**src/hdl/silo_map.svh**
```systemverilog
// Constants of the interlock output logic: timing counts and reset values.
// Assumes a 125 MHz system clock.
`ifndef SILO_MAP_SVH
`define SILO_MAP_SVH

`define SILO_CLK_MHZ        125
`define SILO_FILT_NS        32
`define SILO_FILT_CYC       ((`SILO_FILT_NS * `SILO_CLK_MHZ + 999) / 1000)
`define SILO_TEACH_MAX      4'h8
`define SILO_MAX_SUBSCR     5'h10
`define SILO_ADDR_W         4
`define SILO_FRAME_W        8
// Serial bits last several clocks so that the pin agreement filter keeps them
`define SILO_BIT_CYC        4'h4
`define SILO_BIT_FIRST      4'h5
`define SILO_CMD_STATE      2'h0
`define SILO_CMD_TEACH      2'h1
`define SILO_CMD_SERIAL     2'h2
`define SILO_CMD_NAME       2'h3

`endif

```
**src/hdl/silo_pkg.sv**
```systemverilog
// Types of the interlock output logic.
// Assumes silo_map.svh is compiled alongside.
package silo_pkg;

    typedef struct packed {
        logic ch1;
        logic ch2;
        logic act;
    } silo_in_t;

    typedef enum logic [1:0] {
        SILO_NORMAL  = 2'h0,
        SILO_UNEQUAL = 2'h1,
        SILO_LOCKED  = 2'h3,
        SILO_BOTHLOW = 2'h2
    } silo_plaus_t;

    typedef enum logic [1:0] {
        SILO_D_IDLE = 2'h0,
        SILO_D_RECV = 2'h1,
        SILO_D_SEND = 2'h3
    } silo_diag_t;

endpackage : silo_pkg

```
**src/hdl/silo_sync.sv**
```systemverilog
// Three-stage input synchroniser with agreement filter.
// Assumes asynchronous inputs; output changes once stages two and three agree.
`timescale 1ns/1ps
`default_nettype none
module silo_sync #(
    parameter int W = 3
) (
    input  wire logic         clk,
    input  wire logic         rst_n,
    input  wire logic [W-1:0] d,
    output var  logic [W-1:0] q
);
    logic [W-1:0] s1_r, s2_r, s3_r, q_r;
    logic [W-1:0] q_nxt;

    // ==========================================
    // Agreement filter
    always_comb begin
        q_nxt = q_r;
        for (int i = 0; i < W; i++) begin
            if (s2_r[i] == s3_r[i]) begin
                q_nxt[i] = s3_r[i];
            end
        end
    end

    always_ff @(posedge clk) begin
        if (!rst_n) begin
            s1_r <= '0;
            s2_r <= '0;
            s3_r <= '0;
            q_r  <= '0;
        end else begin
            s1_r <= d;
            s2_r <= s1_r;
            s3_r <= s2_r;
            q_r  <= q_nxt;
        end
    end

    assign q = q_r;
endmodule : silo_sync
`default_nettype wire

```
**src/hdl/silo_top.sv**
```systemverilog
// Output logic of a transponder safety interlock switch.
// Assumes asynchronous pins, a 125 MHz clock and a host-supplied actuator tag.
`timescale 1ns/1ps
`default_nettype none
`include "silo_map.svh"

// Contract
// - Each output channel high only with actuator present and its input high.
// - Safe condition or no actuator forces both outputs off.
// - Without diagnostics, signal output follows actuator detection.
// - Mapping applies only while ready, shown by green power indicator.
// - One input falling while other high flags unequal, input indicator flashes.
// - Same input rising again flags plausibility error and partial lock.
// - Lock clears only after both inputs seen low together.
// - With fieldbus module attached, diagnostics input is enabled and read.
// - Without fieldbus module, diagnostics input is ignored.
// - With fieldbus module, signal output carries diagnostic data.
// - Chain supports up to 16 subscribers.
// - Diagnostics communication restarts automatically after every power-up.
// - Answer state, teach count, serial number and actuator name polls.
// - Diagnostics never alter the safety path.
// - First detected actuator is learned; only learned actuators accepted.
// - At most 8 learning procedures, count drops per completed one.
module silo_top
    import silo_pkg::*;
#(
    parameter logic [`SILO_ADDR_W-1:0] SUB_ADDR = 4'h0,
    parameter logic [7:0]              SERIAL   = 8'h5A  // Arbitrary value
) (
    // System
    input  wire logic        CLOCK,
    input  wire logic        RST_N,
    // Safety inputs and detection
    input  wire logic        SAFETY_IN_CH1,
    input  wire logic        SAFETY_IN_CH2,
    input  wire logic        ACT_PRESENT,
    input  wire logic [7:0]  ACT_TAG,
    input  wire logic        LEARN_DONE,
    input  wire logic        READY,
    // Diagnostics chain
    input  wire logic        BUS_ATTACHED,
    input  wire logic        DIAG_IN,
    // Outputs
    output logic             SAFETY_OUT_CH1,
    output logic             SAFETY_OUT_CH2,
    output logic             SIGNAL_DIAG_OUT,
    output logic             LED_GREEN,
    output logic             LED_INPUT_FLASH,
    output logic             PLAUS_ERR,
    output logic [3:0]       TEACH_LEFT
);
    import silo_pkg::*;

    // ==========================================
    // Input synchronisation
    silo_in_t raw, flt;
    logic [1:0] dsync;
    assign raw = '{ch1: SAFETY_IN_CH1, ch2: SAFETY_IN_CH2, act: ACT_PRESENT};

    silo_sync #(.W(3)) u_sync (
        .clk   (CLOCK),
        .rst_n (RST_N),
        .d     (raw),
        .q     (flt)
    );
    silo_sync #(.W(2)) u_dsync (
        .clk   (CLOCK),
        .rst_n (RST_N),
        .d     ({BUS_ATTACHED, DIAG_IN}),
        .q     (dsync)
    );

    // ==========================================
    // Actuator learning
    logic       learned_r, learned_nxt;
    logic [7:0] tag_r, tag_nxt;
    logic [3:0] left_r, left_nxt;
    logic       act_ok;

    always_comb begin
        learned_nxt = learned_r;
        tag_nxt     = tag_r;
        left_nxt    = left_r;
        if (flt.act && !learned_r) begin
            learned_nxt = 1'b1;
            tag_nxt     = ACT_TAG;
        end else if (LEARN_DONE && flt.act && left_r != 4'h0) begin
            tag_nxt  = ACT_TAG;
            left_nxt = left_r - 4'h1;
        end
    end
    assign act_ok = flt.act && learned_r && (ACT_TAG == tag_r);

    // ==========================================
    // Plausibility monitor
    silo_plaus_t st_r, st_nxt;
    logic        ch1_q_r, ch2_q_r;

    always_comb begin
        st_nxt   = st_r;
        unique case (st_r)
            SILO_NORMAL: begin
                if (ch1_q_r && !flt.ch1 && flt.ch2) begin
                    st_nxt = SILO_UNEQUAL;
                end else if (ch2_q_r && !flt.ch2 && flt.ch1) begin
                    st_nxt = SILO_UNEQUAL;
                end
            end
            SILO_UNEQUAL: begin
                if (!flt.ch1 && !flt.ch2) begin
                    st_nxt = SILO_BOTHLOW;
                end else if (flt.ch1 && flt.ch2) begin
                    st_nxt = SILO_LOCKED;
                end
            end
            SILO_LOCKED: begin
                if (!flt.ch1 && !flt.ch2) begin
                    st_nxt = SILO_BOTHLOW;
                end
            end
            SILO_BOTHLOW: begin
                if (flt.ch1 || flt.ch2) begin
                    st_nxt = SILO_NORMAL;
                end
            end
        endcase
    end

    // ==========================================
    // Safety outputs, independent of diagnostics
    logic out1_nxt, out2_nxt, sig_nxt;
    logic out1_r, out2_r, sig_r, green_r, flash_r, perr_r;
    logic run;
    assign run = READY && (st_r != SILO_LOCKED);

    always_comb begin
        out1_nxt = run && act_ok && flt.ch1;
        out2_nxt = run && act_ok && flt.ch2;
    end

    // ==========================================
    // Diagnostics chain: frame = start, 2-bit cmd, 4-bit address; reply 8 bits
    silo_diag_t dst_r, dst_nxt;
    logic [7:0] sh_r, sh_nxt;
    logic [3:0] cnt_r, cnt_nxt;
    logic [3:0] ph_r, ph_nxt;
    logic       din_q_r;
    logic       attached;
    assign attached = dsync[1];

    function automatic logic [7:0] silo_reply(input logic [1:0] cmd);
        unique case (cmd)
            `SILO_CMD_STATE:  silo_reply = {5'h00, out1_r, out2_r, act_ok};
            `SILO_CMD_TEACH:  silo_reply = {4'h0, left_r};
            `SILO_CMD_SERIAL: silo_reply = SERIAL;
            `SILO_CMD_NAME:   silo_reply = tag_r;
        endcase
    endfunction : silo_reply

    always_comb begin
        dst_nxt = dst_r;
        sh_nxt  = sh_r;
        cnt_nxt = cnt_r;
        ph_nxt  = ph_r;
        sig_nxt = flt.act;
        unique case (dst_r)
            SILO_D_IDLE: begin
                if (attached && din_q_r && !dsync[0]) begin
                    dst_nxt = SILO_D_RECV;
                    cnt_nxt = 4'h0;
                    ph_nxt  = `SILO_BIT_FIRST;                   // Middle of first command bit
                end
            end
            SILO_D_RECV: begin
                if (ph_r != 4'h0) begin
                    ph_nxt = ph_r - 4'h1;
                end else begin
                    ph_nxt  = `SILO_BIT_CYC - 4'h1;
                    sh_nxt  = {sh_r[6:0], dsync[0]};
                    cnt_nxt = cnt_r + 4'h1;
                    if (cnt_r == 4'h5) begin
                        if ({sh_r[2:0], dsync[0]} == SUB_ADDR) begin
                            dst_nxt = SILO_D_SEND;
                            sh_nxt  = silo_reply(sh_r[4:3]);
                            cnt_nxt = 4'h0;
                        end else begin
                            dst_nxt = SILO_D_IDLE;
                        end
                    end
                end
            end
            SILO_D_SEND: begin
                if (ph_r != 4'h0) begin
                    ph_nxt = ph_r - 4'h1;
                end else begin
                    ph_nxt  = `SILO_BIT_CYC - 4'h1;
                    sh_nxt  = {sh_r[6:0], 1'b0};
                    cnt_nxt = cnt_r + 4'h1;
                    if (cnt_r == 4'h7) begin
                        dst_nxt = SILO_D_IDLE;
                    end
                end
            end
            default: dst_nxt = SILO_D_IDLE;
        endcase
        if (attached) begin
            sig_nxt = (dst_r == SILO_D_SEND) ? sh_r[7] : 1'b1;
        end
        if (!attached) begin
            dst_nxt = SILO_D_IDLE;
        end
    end

    // ==========================================
    // Registers; reset restarts the chain
    always_ff @(posedge CLOCK) begin
        if (!RST_N) begin
            learned_r <= 1'b0;
            tag_r     <= 8'h00;
            left_r    <= `SILO_TEACH_MAX;
            st_r      <= SILO_NORMAL;
            ph_r      <= 4'h0;
            ch1_q_r   <= 1'b0;
            ch2_q_r   <= 1'b0;
            out1_r    <= 1'b0;
            out2_r    <= 1'b0;
            sig_r     <= 1'b0;
            green_r   <= 1'b0;
            flash_r   <= 1'b0;
            perr_r    <= 1'b0;
            dst_r     <= SILO_D_IDLE;
            sh_r      <= 8'h00;
            cnt_r     <= 4'h0;
            din_q_r   <= 1'b1;
        end else begin
            learned_r <= learned_nxt;
            tag_r     <= tag_nxt;
            left_r    <= left_nxt;
            st_r      <= st_nxt;
            ph_r      <= ph_nxt;
            ch1_q_r   <= flt.ch1;
            ch2_q_r   <= flt.ch2;
            out1_r    <= out1_nxt;
            out2_r    <= out2_nxt;
            sig_r     <= sig_nxt;
            green_r   <= READY;
            flash_r   <= (st_nxt == SILO_UNEQUAL) || (st_nxt == SILO_LOCKED);
            perr_r    <= (st_nxt == SILO_LOCKED);
            dst_r     <= dst_nxt;
            sh_r      <= sh_nxt;
            cnt_r     <= cnt_nxt;
            din_q_r   <= dsync[0];
        end
    end

    assign SAFETY_OUT_CH1  = out1_r;
    assign SAFETY_OUT_CH2  = out2_r;
    assign SIGNAL_DIAG_OUT = sig_r;
    assign LED_GREEN       = green_r;
    assign LED_INPUT_FLASH = flash_r;
    assign PLAUS_ERR       = perr_r;
    assign TEACH_LEFT      = left_r;
endmodule : silo_top
`default_nettype wire

```
**config.mk**
```make
export PLATFORM = sky130hd
export DESIGN_NAME = silo_top
export DESIGN_NICKNAME = d
export VERILOG_FILES = /design/src/hdl/silo_pkg.sv /design/src/hdl/silo_sync.sv /design/src/hdl/silo_top.sv
export VERILOG_INCLUDE_DIRS = /design/src /design/src/hdl
export SDC_FILE = /design/constraint.sdc
export NUM_CORES = 1
export LEC_CHECK = 0
export BUFFER_PORTS_ARGS = -buffer_cell sky130_fd_sc_hd__clkbuf_2
export CAP_MARGIN = 0
export CORE_ASPECT_RATIO = 1.5
export CORE_UTILIZATION = 50
export DETAILED_ROUTE_END_ITERATION = 8
export GPL_TIMING_DRIVEN = 0
export PLACE_DENSITY = 0.72
export SYNTH_ARGS = -nofsm -noshare
export SYNTH_HDL_FRONTEND = slang
export SYNTH_SLANG_ARGS = --single-unit
```
**constraint.sdc**
```tcl
create_clock -name CLOCK -period 1.7 [get_ports CLOCK]
set_clock_uncertainty 0.05 [all_clocks]
set_input_delay 0.34 -clock CLOCK [delete_from_list [all_inputs] [get_ports CLOCK]]
set_output_delay 0.34 -clock CLOCK [all_outputs]
set_load 0.02 [all_outputs]
```
# ---- Word level (Yosys, flattened, before mapping)
# Index checks and enable logic that the tools add are counted.
dict set report classes {
  add_sub_neg 3
  eq_ne 24
  n_mux 33
  n_bitwise 1
  reduce_logical 40
}
# op n
set ops {}
lappend ops {{$mux 8} 6}
lappend ops {{$pmux 8 s4} 1}
lappend ops {{$mux 4} 7}
lappend ops {{$mux 2} 12}
lappend ops {{$logic_and 1x1->1} 17}
lappend ops {{$pmux 8 s2} 1}
lappend ops {{$eq 2x2->1 const B} 6}
lappend ops {{$ne 2x2->1 const B} 6}
lappend ops {{$pmux 4 s3} 1}
lappend ops {{$eq 2x1->1 const B} 4}
lappend ops {{$eq 4x3->1 const B} 2}
lappend ops {{$eq 8x8->1} 1}
lappend ops {{$pmux 2 s4} 1}
lappend ops {{$pmux 4 s2} 1}
lappend ops {{$reduce_bool 4->1} 2}
lappend ops {{$sub 4x1->4 const B} 2}
lappend ops {{$logic_not 2->1} 3}
lappend ops {{$pmux 2 s3} 1}
lappend ops {{$reduce_and 2->1} 3}
lappend ops {{$reduce_bool 2->1} 3}
lappend ops {{$eq 1x1->1} 5}
lappend ops {{$reduce_and 5->1} 1}
lappend ops {{$add 4x1->4 const B} 1}
lappend ops {{$logic_not 1->1} 4}
lappend ops {{other kinds (8)} 10}
dict set report totals {
  reg_bits 62
  in_bits 17
  wordCells 129
}

# ---- Depth between registers and ports, before layout
# Gate-level depths: netlist (run 1).
dict set report logic_depth {
  ltp_word 8
  mapped_depth 8
  mapped_depth_nobuf 6
}

# ---- Modules after synthesis
# A second synthesis (run 1) with hierarchy kept.
dict set report hier_totals {
  cells_unflattened 314
  area_unflattened_um2 2786.4
}
# module n_inst cells_each area_each_um2 seq_area_each_um2
set modules_own_cells {}
lappend modules_own_cells {silo_top 1 263 2180.8 840.8}
lappend modules_own_cells {{silo_sync at u_sync} 1 31 367.9 240.2}
lappend modules_own_cells {{silo_sync at u_dsync} 1 20 237.7 160.2}

# ---- Worst setup path before layout (run 1)
# Ideal clock, no wire load.
dict set report synth_path {
  path_type {reg2reg}
  startpoint {register left_r[0], in the netlist TEACH_LEFT[0]}
  endpoint {register tag_r[0]}
  setup_time_ns 0.132
  arrival_ns 1.558
  required_ns 1.518
  setup_slack_ns -0.041
  stages_incl_launch_ff 8
  path_buffers 1
  cell_sequence {dfxtp_1 > inv_1 > ha_1 > or3b_1 > a21bo_2 > clkbuf_1 > nand3_1 > a21oi_1}
}
dict set report synth_via {
  elab_chain_len 3
}
# element line_no
set synth_rtl {}
lappend synth_rtl {{from (decl)} silo_top.sv:77} ;# logic [3:0] left_r, left_nxt;
lappend synth_rtl {{from (signal assigned)} silo_top.sv:220} ;# left_r <= `SILO_TEACH_MAX;
lappend synth_rtl {{from (signal assigned)} silo_top.sv:238} ;# left_r <= left_nxt;
lappend synth_rtl {{$reduce_bool 4->1} silo_top.sv:87} ;# end else if (LEARN_DONE && flt.act && left_r != 4'h0) begin
lappend synth_rtl {{$logic_and 1x1->1} silo_top.sv:87}
lappend synth_rtl {{$reduce_bool 2->1 (no line)} n/a}
lappend synth_rtl {{to (signal assigned)} silo_top.sv:237} ;# tag_r <= tag_nxt;
lappend synth_rtl {{to (decl)} silo_top.sv:76} ;# logic [7:0] tag_r, tag_nxt;
# No other way between the ends.
# A chain may end at the register's enable or synchronous reset.

# ---- Worst setup path in the final report (run 1)
dict set report layout_path {
  startpoint {register ph_r[0]}
  endpoint {register cnt_r[2]}
}
dict set report layout_via {
  elab_chain_len 3
  elab_cells_between_ends 4
}
# element line_no
set layout_rtl {}
lappend layout_rtl {{from (decl)} silo_top.sv:146} ;# logic [3:0] ph_r, ph_nxt;
lappend layout_rtl {{from (signal assigned)} silo_top.sv:240} ;# ph_r <= ph_nxt;
lappend layout_rtl {{$reduce_bool 4->1 (*)} {silo_top.sv:175, silo_top.sv:193}}
lappend layout_rtl {{$ne 2x2->1 (no line)} n/a}
lappend layout_rtl {{$reduce_and 4->1 (no line) (*)} n/a}
lappend layout_rtl {{to (signal assigned)} silo_top.sv:251} ;# cnt_r <= cnt_nxt;
lappend layout_rtl {{to (decl)} silo_top.sv:145} ;# logic [3:0] cnt_r, cnt_nxt;
# Every way passes the cells marked *; elsewhere a longest branch is shown, timed or not.

==> results.tsv, run 1 <==
metric	value	unit
status	finished with violations	
violations	setup timing	
synth.most_common_cell	dfxtp_1	
multi_input_area	0.00156	mm²
syn2layout_area_growth	27.8	%
vias	2466	
worstPathCellList	inv_2 > ha_4 > or3b_4 > a22oi_4 > o211ai_1 > o41ai_1	
ctsHoldBuffers	0	
first_iter_violations	143	
arrival	1.92	ns
overflow	0	
grtUsageMet1	24.8	%
finalPower	3.09	mW
netlist_area	0.00276	mm²
first_pass_iters	4	
start_kind	flop	
ys_ff_latch	62	
synth_area_leaders	dfxtp_1 45%, a21oi_1 5.6%, and2_1 4.5%	
worstSetupPathType	flop to flop	
grt_usage	24.1	%
die_h	93.0	µm
synth-async-reset-ratio	0	%
portBuffers	26	
top_usage_layer	met2	
final_nets	389	
dp_hpwl	4.34	mm
crit_fanout	4	
drc_errors	0	
clk_pin_slew_worst_paths	0.07	ns
synth_cell_types	50	
drive_gt1_share	30.0	%
max_freq	578	MHz
grt_pass1_vias	2418	
setup_violations	2	
synth_flop_cell	dfxtp_1	
die_width	62.7	µm
cts.path.max_buffers	2	
drtAntennaViolNets	0	
ios	27	
rows	32	
hold_viol_final	0	
htreeDepth	3	
crit_path_top_delay_cell	or3b_4	
synthCells	311	
synth_nets	335	
period_needed	1.73	ns
dieArea	0.00583	mm²
place.gp.congestion	0.812	
cts.sinks	62	
regArea	0.00126	mm²
synth_seq_area_share	45.0	%
grt_pass1_wl	10.8	mm
core-area	0.00525	mm²
yosys_warnings	0	
synth_top_cell_by_area	dfxtp_1	
initial_core_util	52.6	%
hold_path.class	input pin to flop	
grt_max_degree	13	
p_leak	1.35	nW
grt_use_met3	5.98	%
antenna_found_initial	0	
syn_avg_cell_area	8.88	µm²
cts_tree	yes	
root_buffer	clkbuf_8	
r2r_slack	-0.03	ns
maxSlewViolCount	0	
vias_per_cell	5.63	
end_kind	flop	
worst_slack	-0.0303	ns
fill_cells	424	
hold_ws	0.148	ns
synth_commonest_cells	62 x dfxtp_1, 31 x a21oi_1, 24 x o21ai_0	
cts_buffers	9	
cap_violations	0	
finalCritPeriodShare	102	%
synth_top_area_share	45.0	%
clock_latency	0.35	ns
worst_slew_pin_slew	0.669	ns
wl_per_cell	15.4	µm
routed_wirelength	6.76	mm
slew_headroom	55.4	%
synth-edff-count	0	
diodes	0	
critPathMaxStageDelay	0.43	ns
ir_worst_vdd	0.726	mV
worst-endpoint-required	1.89	ns
grtUsageMet2	43.8	%
rsz0062_at_grt	yes	
pwr_density_cell	875	mW/mm²
## sequential cells by signal (all words and copies together), names as in the netlist, 3 cells and up, named ones only
name	cells
tag_r	8
u_sync.s1_r	3
sh_r	7
cnt_r	4
ph_r	4
TEACH_LEFT	4
u_sync.s3_r	3
u_sync.q	3
u_sync.s2_r	3
## metrics by stage
stage	std cells	setup TNS (ns)	utilization (%)	cell area, µm²	worst slack, ns
6_report	438	-0.0597	67.3	3530	-0.0303
5_1_grt	438	-0.492	67.3	3530	-0.129
4_1_cts	428	-0.0894	63.9	3350	-0.0435
3_5_place_dp	405	-4.26	56.8	2980	-0.245
3_3_place_gp	405	-3.47	56.8	2980	-0.223
2_1_floorplan	311	-0.0952	-	2770	-0.0324
## cells by family after synthesis
group                    after synthesis  share of synthesized area, %
AND/OR/NAND/NOR                      111                          22.6
AO/OA/AOI/OAI                         84                          19.3
flip-flops                            62                          45.0
buffers and inverters                 31                          4.62
XOR/XNOR                              11                          3.49
adder cells (fa/ha/maj)                8                          3.54
multiplexers                           4                          1.50
## routing by layer
metal	wire (µm)	up-vias
met5	0	-
li1	-	1205
met2	3650	56
met4	183	0
met1	2660	1189
met3	263	16
## worst paths after layout
| kind | to | cells after the start | startpoint |
|---|---|---|---|
| worst max-delay path | cnt_r[2]$_SDFFE_PN0P_ | 6 | ph_r[0]$_SDFFE_PN0P_ |
| worst min-delay path | u_dsync.s1_r[0]$_SDFF_PN0_ | 2 | DIAG_IN |
| worst max register to register | cnt_r[2]$_SDFFE_PN0P_ | 6 | ph_r[0]$_SDFFE_PN0P_ |
| worst min register to register | u_sync.s2_r[1]$_SDFF_PN0_ | 1 | u_sync.s1_r[1]$_SDFF_PN0_ |
## layout make-up
type | count | area share (%)
clock inverter | 6 | 2.62
inverter | 18 | 1.99
sequential | 62 | 35.6
timing repair buffer | 45 | 7.77
tap | 68 | 2.41
multi-input combinational | 218 | 44.1
clock buffer | 10 | 3.90
buffer | 11 | 1.56
## placed cells by master, fill, tap and decap left out, drive strengths merged, types with 2 or more instances in the layout
cell type   n
dfxtp      62
clkbuf     43
a21oi      31
o21ai      24
buf        23
nand2      22
and2       20
inv        20
nor2       17
nand3      14
nor3       10
xor2        9
a211oi      7
nand2b      7
ha          7
nand4       5
nand3b      3
a31oi       3
mux2i       3
a311oi      3
or3b        2
xnor2       2
nor2b       2
o211ai      2
a21o        2
bufinv      2
clkinvlp    2
nor3b       2
nor4        2
a21bo       2
a22oi       2
## power breakdown
| group | internal, mW | switching, mW | total [mW] |
|---|---|---|---|
| logic | 0.0442 | 0.0666 | 0.111 |
| clock network | 0.875 | 0.620 | 1.49 |
| registers | 1.47 | 0.0121 | 1.48 |
| total | 2.39 | 0.699 | 3.09 |
## worst max-delay path: cells and delay by family, from the launching register on
family | cells | cell delay (ns)
AO/OA/AOI/OAI | 3 | 0.61
AND/OR/NAND/NOR | 1 | 0.43
buffers and inverters | 1 | 0.07
flip-flops | 1 | 0.32
adder cells (fa/ha/maj) | 1 | 0.13
## repair_timing
action,4_1_cts,5_1_grt
pin swaps,7,25
setup endpoints to repair,25,23
setup buffers,8,10
gates resized for setup,24,38
gates cloned,0,1
No activity file was read; power rests on OpenSTA's default activity.
==> run 2: changes to the inputs <==
- ABC_AREA: default -> 1
==> results.tsv, run 2 <==
metric	value	unit	change
synth.most_common_cell	inv_1		was dfxtp_1
drive_gt1_share	18.3	%	was 30.0%
die_h	93.1	µm	was 93.0 µm
ctsHoldBuffers	0		unchanged
vias_per_cell	4.92		was 5.63
grt_pass1_wl	9.47	mm	was 10.8 mm
synth_area_leaders	dfxtp_1 45%, inv_1 9.2%, nand2_1 8.6%		was dfxtp_1 45%, a21oi_1 5.6%, and2_1 4.5%
ir_worst_vdd	1.25	mV	was 0.726 mV
synthCells	372		was 311
synth_top_area_share	44.9	%	was 45.0%
yosys_warnings	0		unchanged
die_width	62.7	µm	about the same
end_kind	flop		unchanged
root_buffer	clkbuf_8		unchanged
maxSlewViolCount	0		unchanged
worstSetupPathType	flop to flop		unchanged
drtAntennaViolNets	0		unchanged
first_iter_violations	116		was 143
max_freq	614	MHz	was 578 MHz
worst_slack	0.0713	ns	was -0.0303 ns
core-area	0.00525	mm²	unchanged
ys_ff_latch	62		unchanged
vias	2378		was 2466
status	completed		was finished with violations
p_leak	1.51	nW	was 1.35 nW
place.gp.congestion	0.774		was 0.812
detailedPlace.worstSlack	0.0477	ns	was -0.245 ns
dieArea	0.00584	mm²	was 0.00583 mm²
worst-endpoint-required	1.89	ns	about the same
rows	32		unchanged
critical-path-top-delay-family	simple AND/OR/NAND/NOR gates		was compound AO/OA/AOI/OAI gates
dpl_cell_area	0.00297	mm²	was 0.00298 mm²
ios	27		unchanged
cp_num_buf_inv	2		was 1
clkPwrFrac	45.7	%	was 48.4%
seqPwrFrac	51.0	%	was 48.0%
cts.sinks	62		unchanged
critPathMaxStageDelay	0.35	ns	was 0.43 ns
netlist_area	0.00276	mm²	about the same
p_switching	0.694	mW	was 0.699 mW
final_nets	434		was 389
ff2ff_path_depth	10		was 6
mostFrequentLayoutCell	inv_1		was dfxtp_1
synth-async-reset-ratio	0	%	unchanged
synth_top_cell_by_area	dfxtp_1		unchanged
cts_buffers	9		unchanged
worstPathCellList	inv_1 > ha_1 > nor2_4 > inv_2 > nand2_2 > nand2_1 > nor2_2 > o21ai_1 > nor2_1 > nor2_1		was inv_2 > ha_4 > or3b_4 > a22oi_4 > o211ai_1 > o41ai_1
syn2layout_area_growth	16.2	%	was 27.8%
clock_latency	0.35	ns	about the same
antenna_found_initial	0		unchanged
slew_headroom	61.8	%	was 55.4%
mostFrequentLayoutCells	68 x inv_1, 63 x nand2_1, 61 x dfxtp_1		was 54 x dfxtp_1, 29 x a21oi_1, 26 x clkbuf_2
reg_top3	tag_r x8, sh_r x7		unchanged
crit_path_top_delay_cell	dfxtp_2		was or3b_4
htreeDepth	3		unchanged
clk_pin_slew_worst_paths	0.08	ns	was 0.07 ns
synth_commonest_cells	68 x inv_1, 63 x nand2_1, 62 x dfxtp_1		was 62 x dfxtp_1, 31 x a21oi_1, 24 x o21ai_0
hold_path.class	input pin to flop		unchanged
first_pass_iters	4		unchanged
internal-power	2.20	mW	was 2.39 mW
pwr_density_cell	902	mW/mm²	was 875 mW/mm²
routed_wirelength	5.65	mm	was 6.76 mm
initial_core_util	52.7	%	was 52.6%
finalCritPeriodShare	95.8	%	was 102%
crit_cells	10		was 6
cpMostUsedCell	nor2_1		
synth_flop_cell	dfxtp_1		unchanged
synth_seq_area_share	44.9	%	was 45.0%
fin_area	0.00321	mm²	was 0.00353 mm²
p_comb_share	3.3	%	was 3.6%
hold_viol_final	0		unchanged
period_needed	1.63	ns	was 1.73 ns
cts_tree	yes		unchanged
grt_usage	21.2	%	was 24.1%
setup_violations	0		was 2
cts.path.max_buffers	2		unchanged
drc_errors	0		unchanged
wl_per_cell	11.7	µm	was 15.4 µm
cap_violations	0		unchanged
syn_avg_cell_area	7.43	µm²	was 8.88 µm²
synth_nets	396		was 335
arrival	1.82	ns	was 1.92 ns
overflow	0		unchanged
portBuffers	25		was 26
regMostFlops	tag_r		unchanged
hold_depth	3		was 2
worst_slew_pin_slew	0.573	ns	was 0.669 ns
start_kind	flop		unchanged
dp_hpwl	4.11	mm	was 4.34 mm
crit_fanout	5		was 4
synth-edff-count	0		unchanged
largest_reg_flops	8		unchanged
synth_cell_types	38		was 50
grt_max_degree	14		was 13
hold_ws	0.123	ns	was 0.148 ns
grt_pass1_vias	2235		was 2418
netSwitchingFraction	24.0	%	was 22.6%
diodes	0		unchanged
-- run 2: cell count changes after synthesis, moves of 9 or more --
| cell | previous run | this run |
|---|---|---|
| inv_1 | 18 | 68 |
| xor2_1 | 9 | 0 |
| and2_1 | 20 | 0 |
| o21ai_1 | 0 | 14 |
| nand2_1 | 22 | 63 |
| nor2_1 | 17 | 26 |
-- run 2: final timing paths --
path,start,end,slack [ns]
max,dst_r[1]$_SDFFE_PN0P_,dst_r[0]$_SDFFE_PN0P_,0.07
min,SAFETY_IN_CH1,u_sync.s1_r[2]$_SDFF_PN0_,0.12
max reg2reg,dst_r[1]$_SDFFE_PN0P_,dst_r[0]$_SDFFE_PN0P_,0.07
min reg2reg,u_sync.s1_r[0]$_SDFF_PN0_,u_sync.s2_r[0]$_SDFF_PN0_,0.37
-- run 2: routing by layer --
layer  track usage, %  up-vias  wire length [µm]
li1                 -     1252                 -
met1             22.6     1073              2480
met2             37.2       43              2810
met3             5.85       10               222
met4             12.0        0               137
met5                0        -                 0
-- run 2: cell families after synthesis --
kind of cell,count (synthesis),share of synthesized area (%)
simple gates,123,19.9
compound gates,89,18.6
xor+xnor,1,0.317
flops,62,44.9
fa+ha+maj,8,3.53
buf+inv,89,12.8
-- run 2: cell type report --
type,instances,area [µm²]
fillers,479,2030
flip-flops and latches,62,1240
multi-input cells,221,1180
inverters,79,299
repair buffers,27,140
clock buffers,9,124
well taps,68,85.1
clock inverters,7,82.6
plain buffers,10,57.6
-- run 2: tightest hold or removal path: stages --
cell	delay, ns
clkbuf_2	0.07
nand2_1	0.04
inv_1	0.04
-- run 2: timing repair --
action / in CTS / in global routing
resized for setup: 0 / 5
setup endpoints to repair: 0 / 9
setup buffers: 0 / 2
-- run 2: stage by stage --
step	setup TNS [ns]	total power [mW]	utilization, %	instances
2_1_floorplan	0	1.57	-	372
3_3_place_gp	0	1.60	56.7	465
3_5_place_dp	0	1.61	56.7	465
4_1_cts	0	2.92	60.6	481
5_1_grt	-0.0717	3.01	61.2	483
6_report	0	2.90	61.2	483
-- run 2: power groups by stage --
stage | Sequential (mW) | Clock (mW) | Combinational [mW]
after floorplan | 1.51 | 0 | 0.0545
after CTS | 1.48 | 1.35 | 0.0975
after detailed placement | 1.51 | 0 | 0.0968
final | 1.48 | 1.32 | 0.0968
after global placement | 1.51 | 0 | 0.0945
after global routing | 1.48 | 1.43 | 0.108
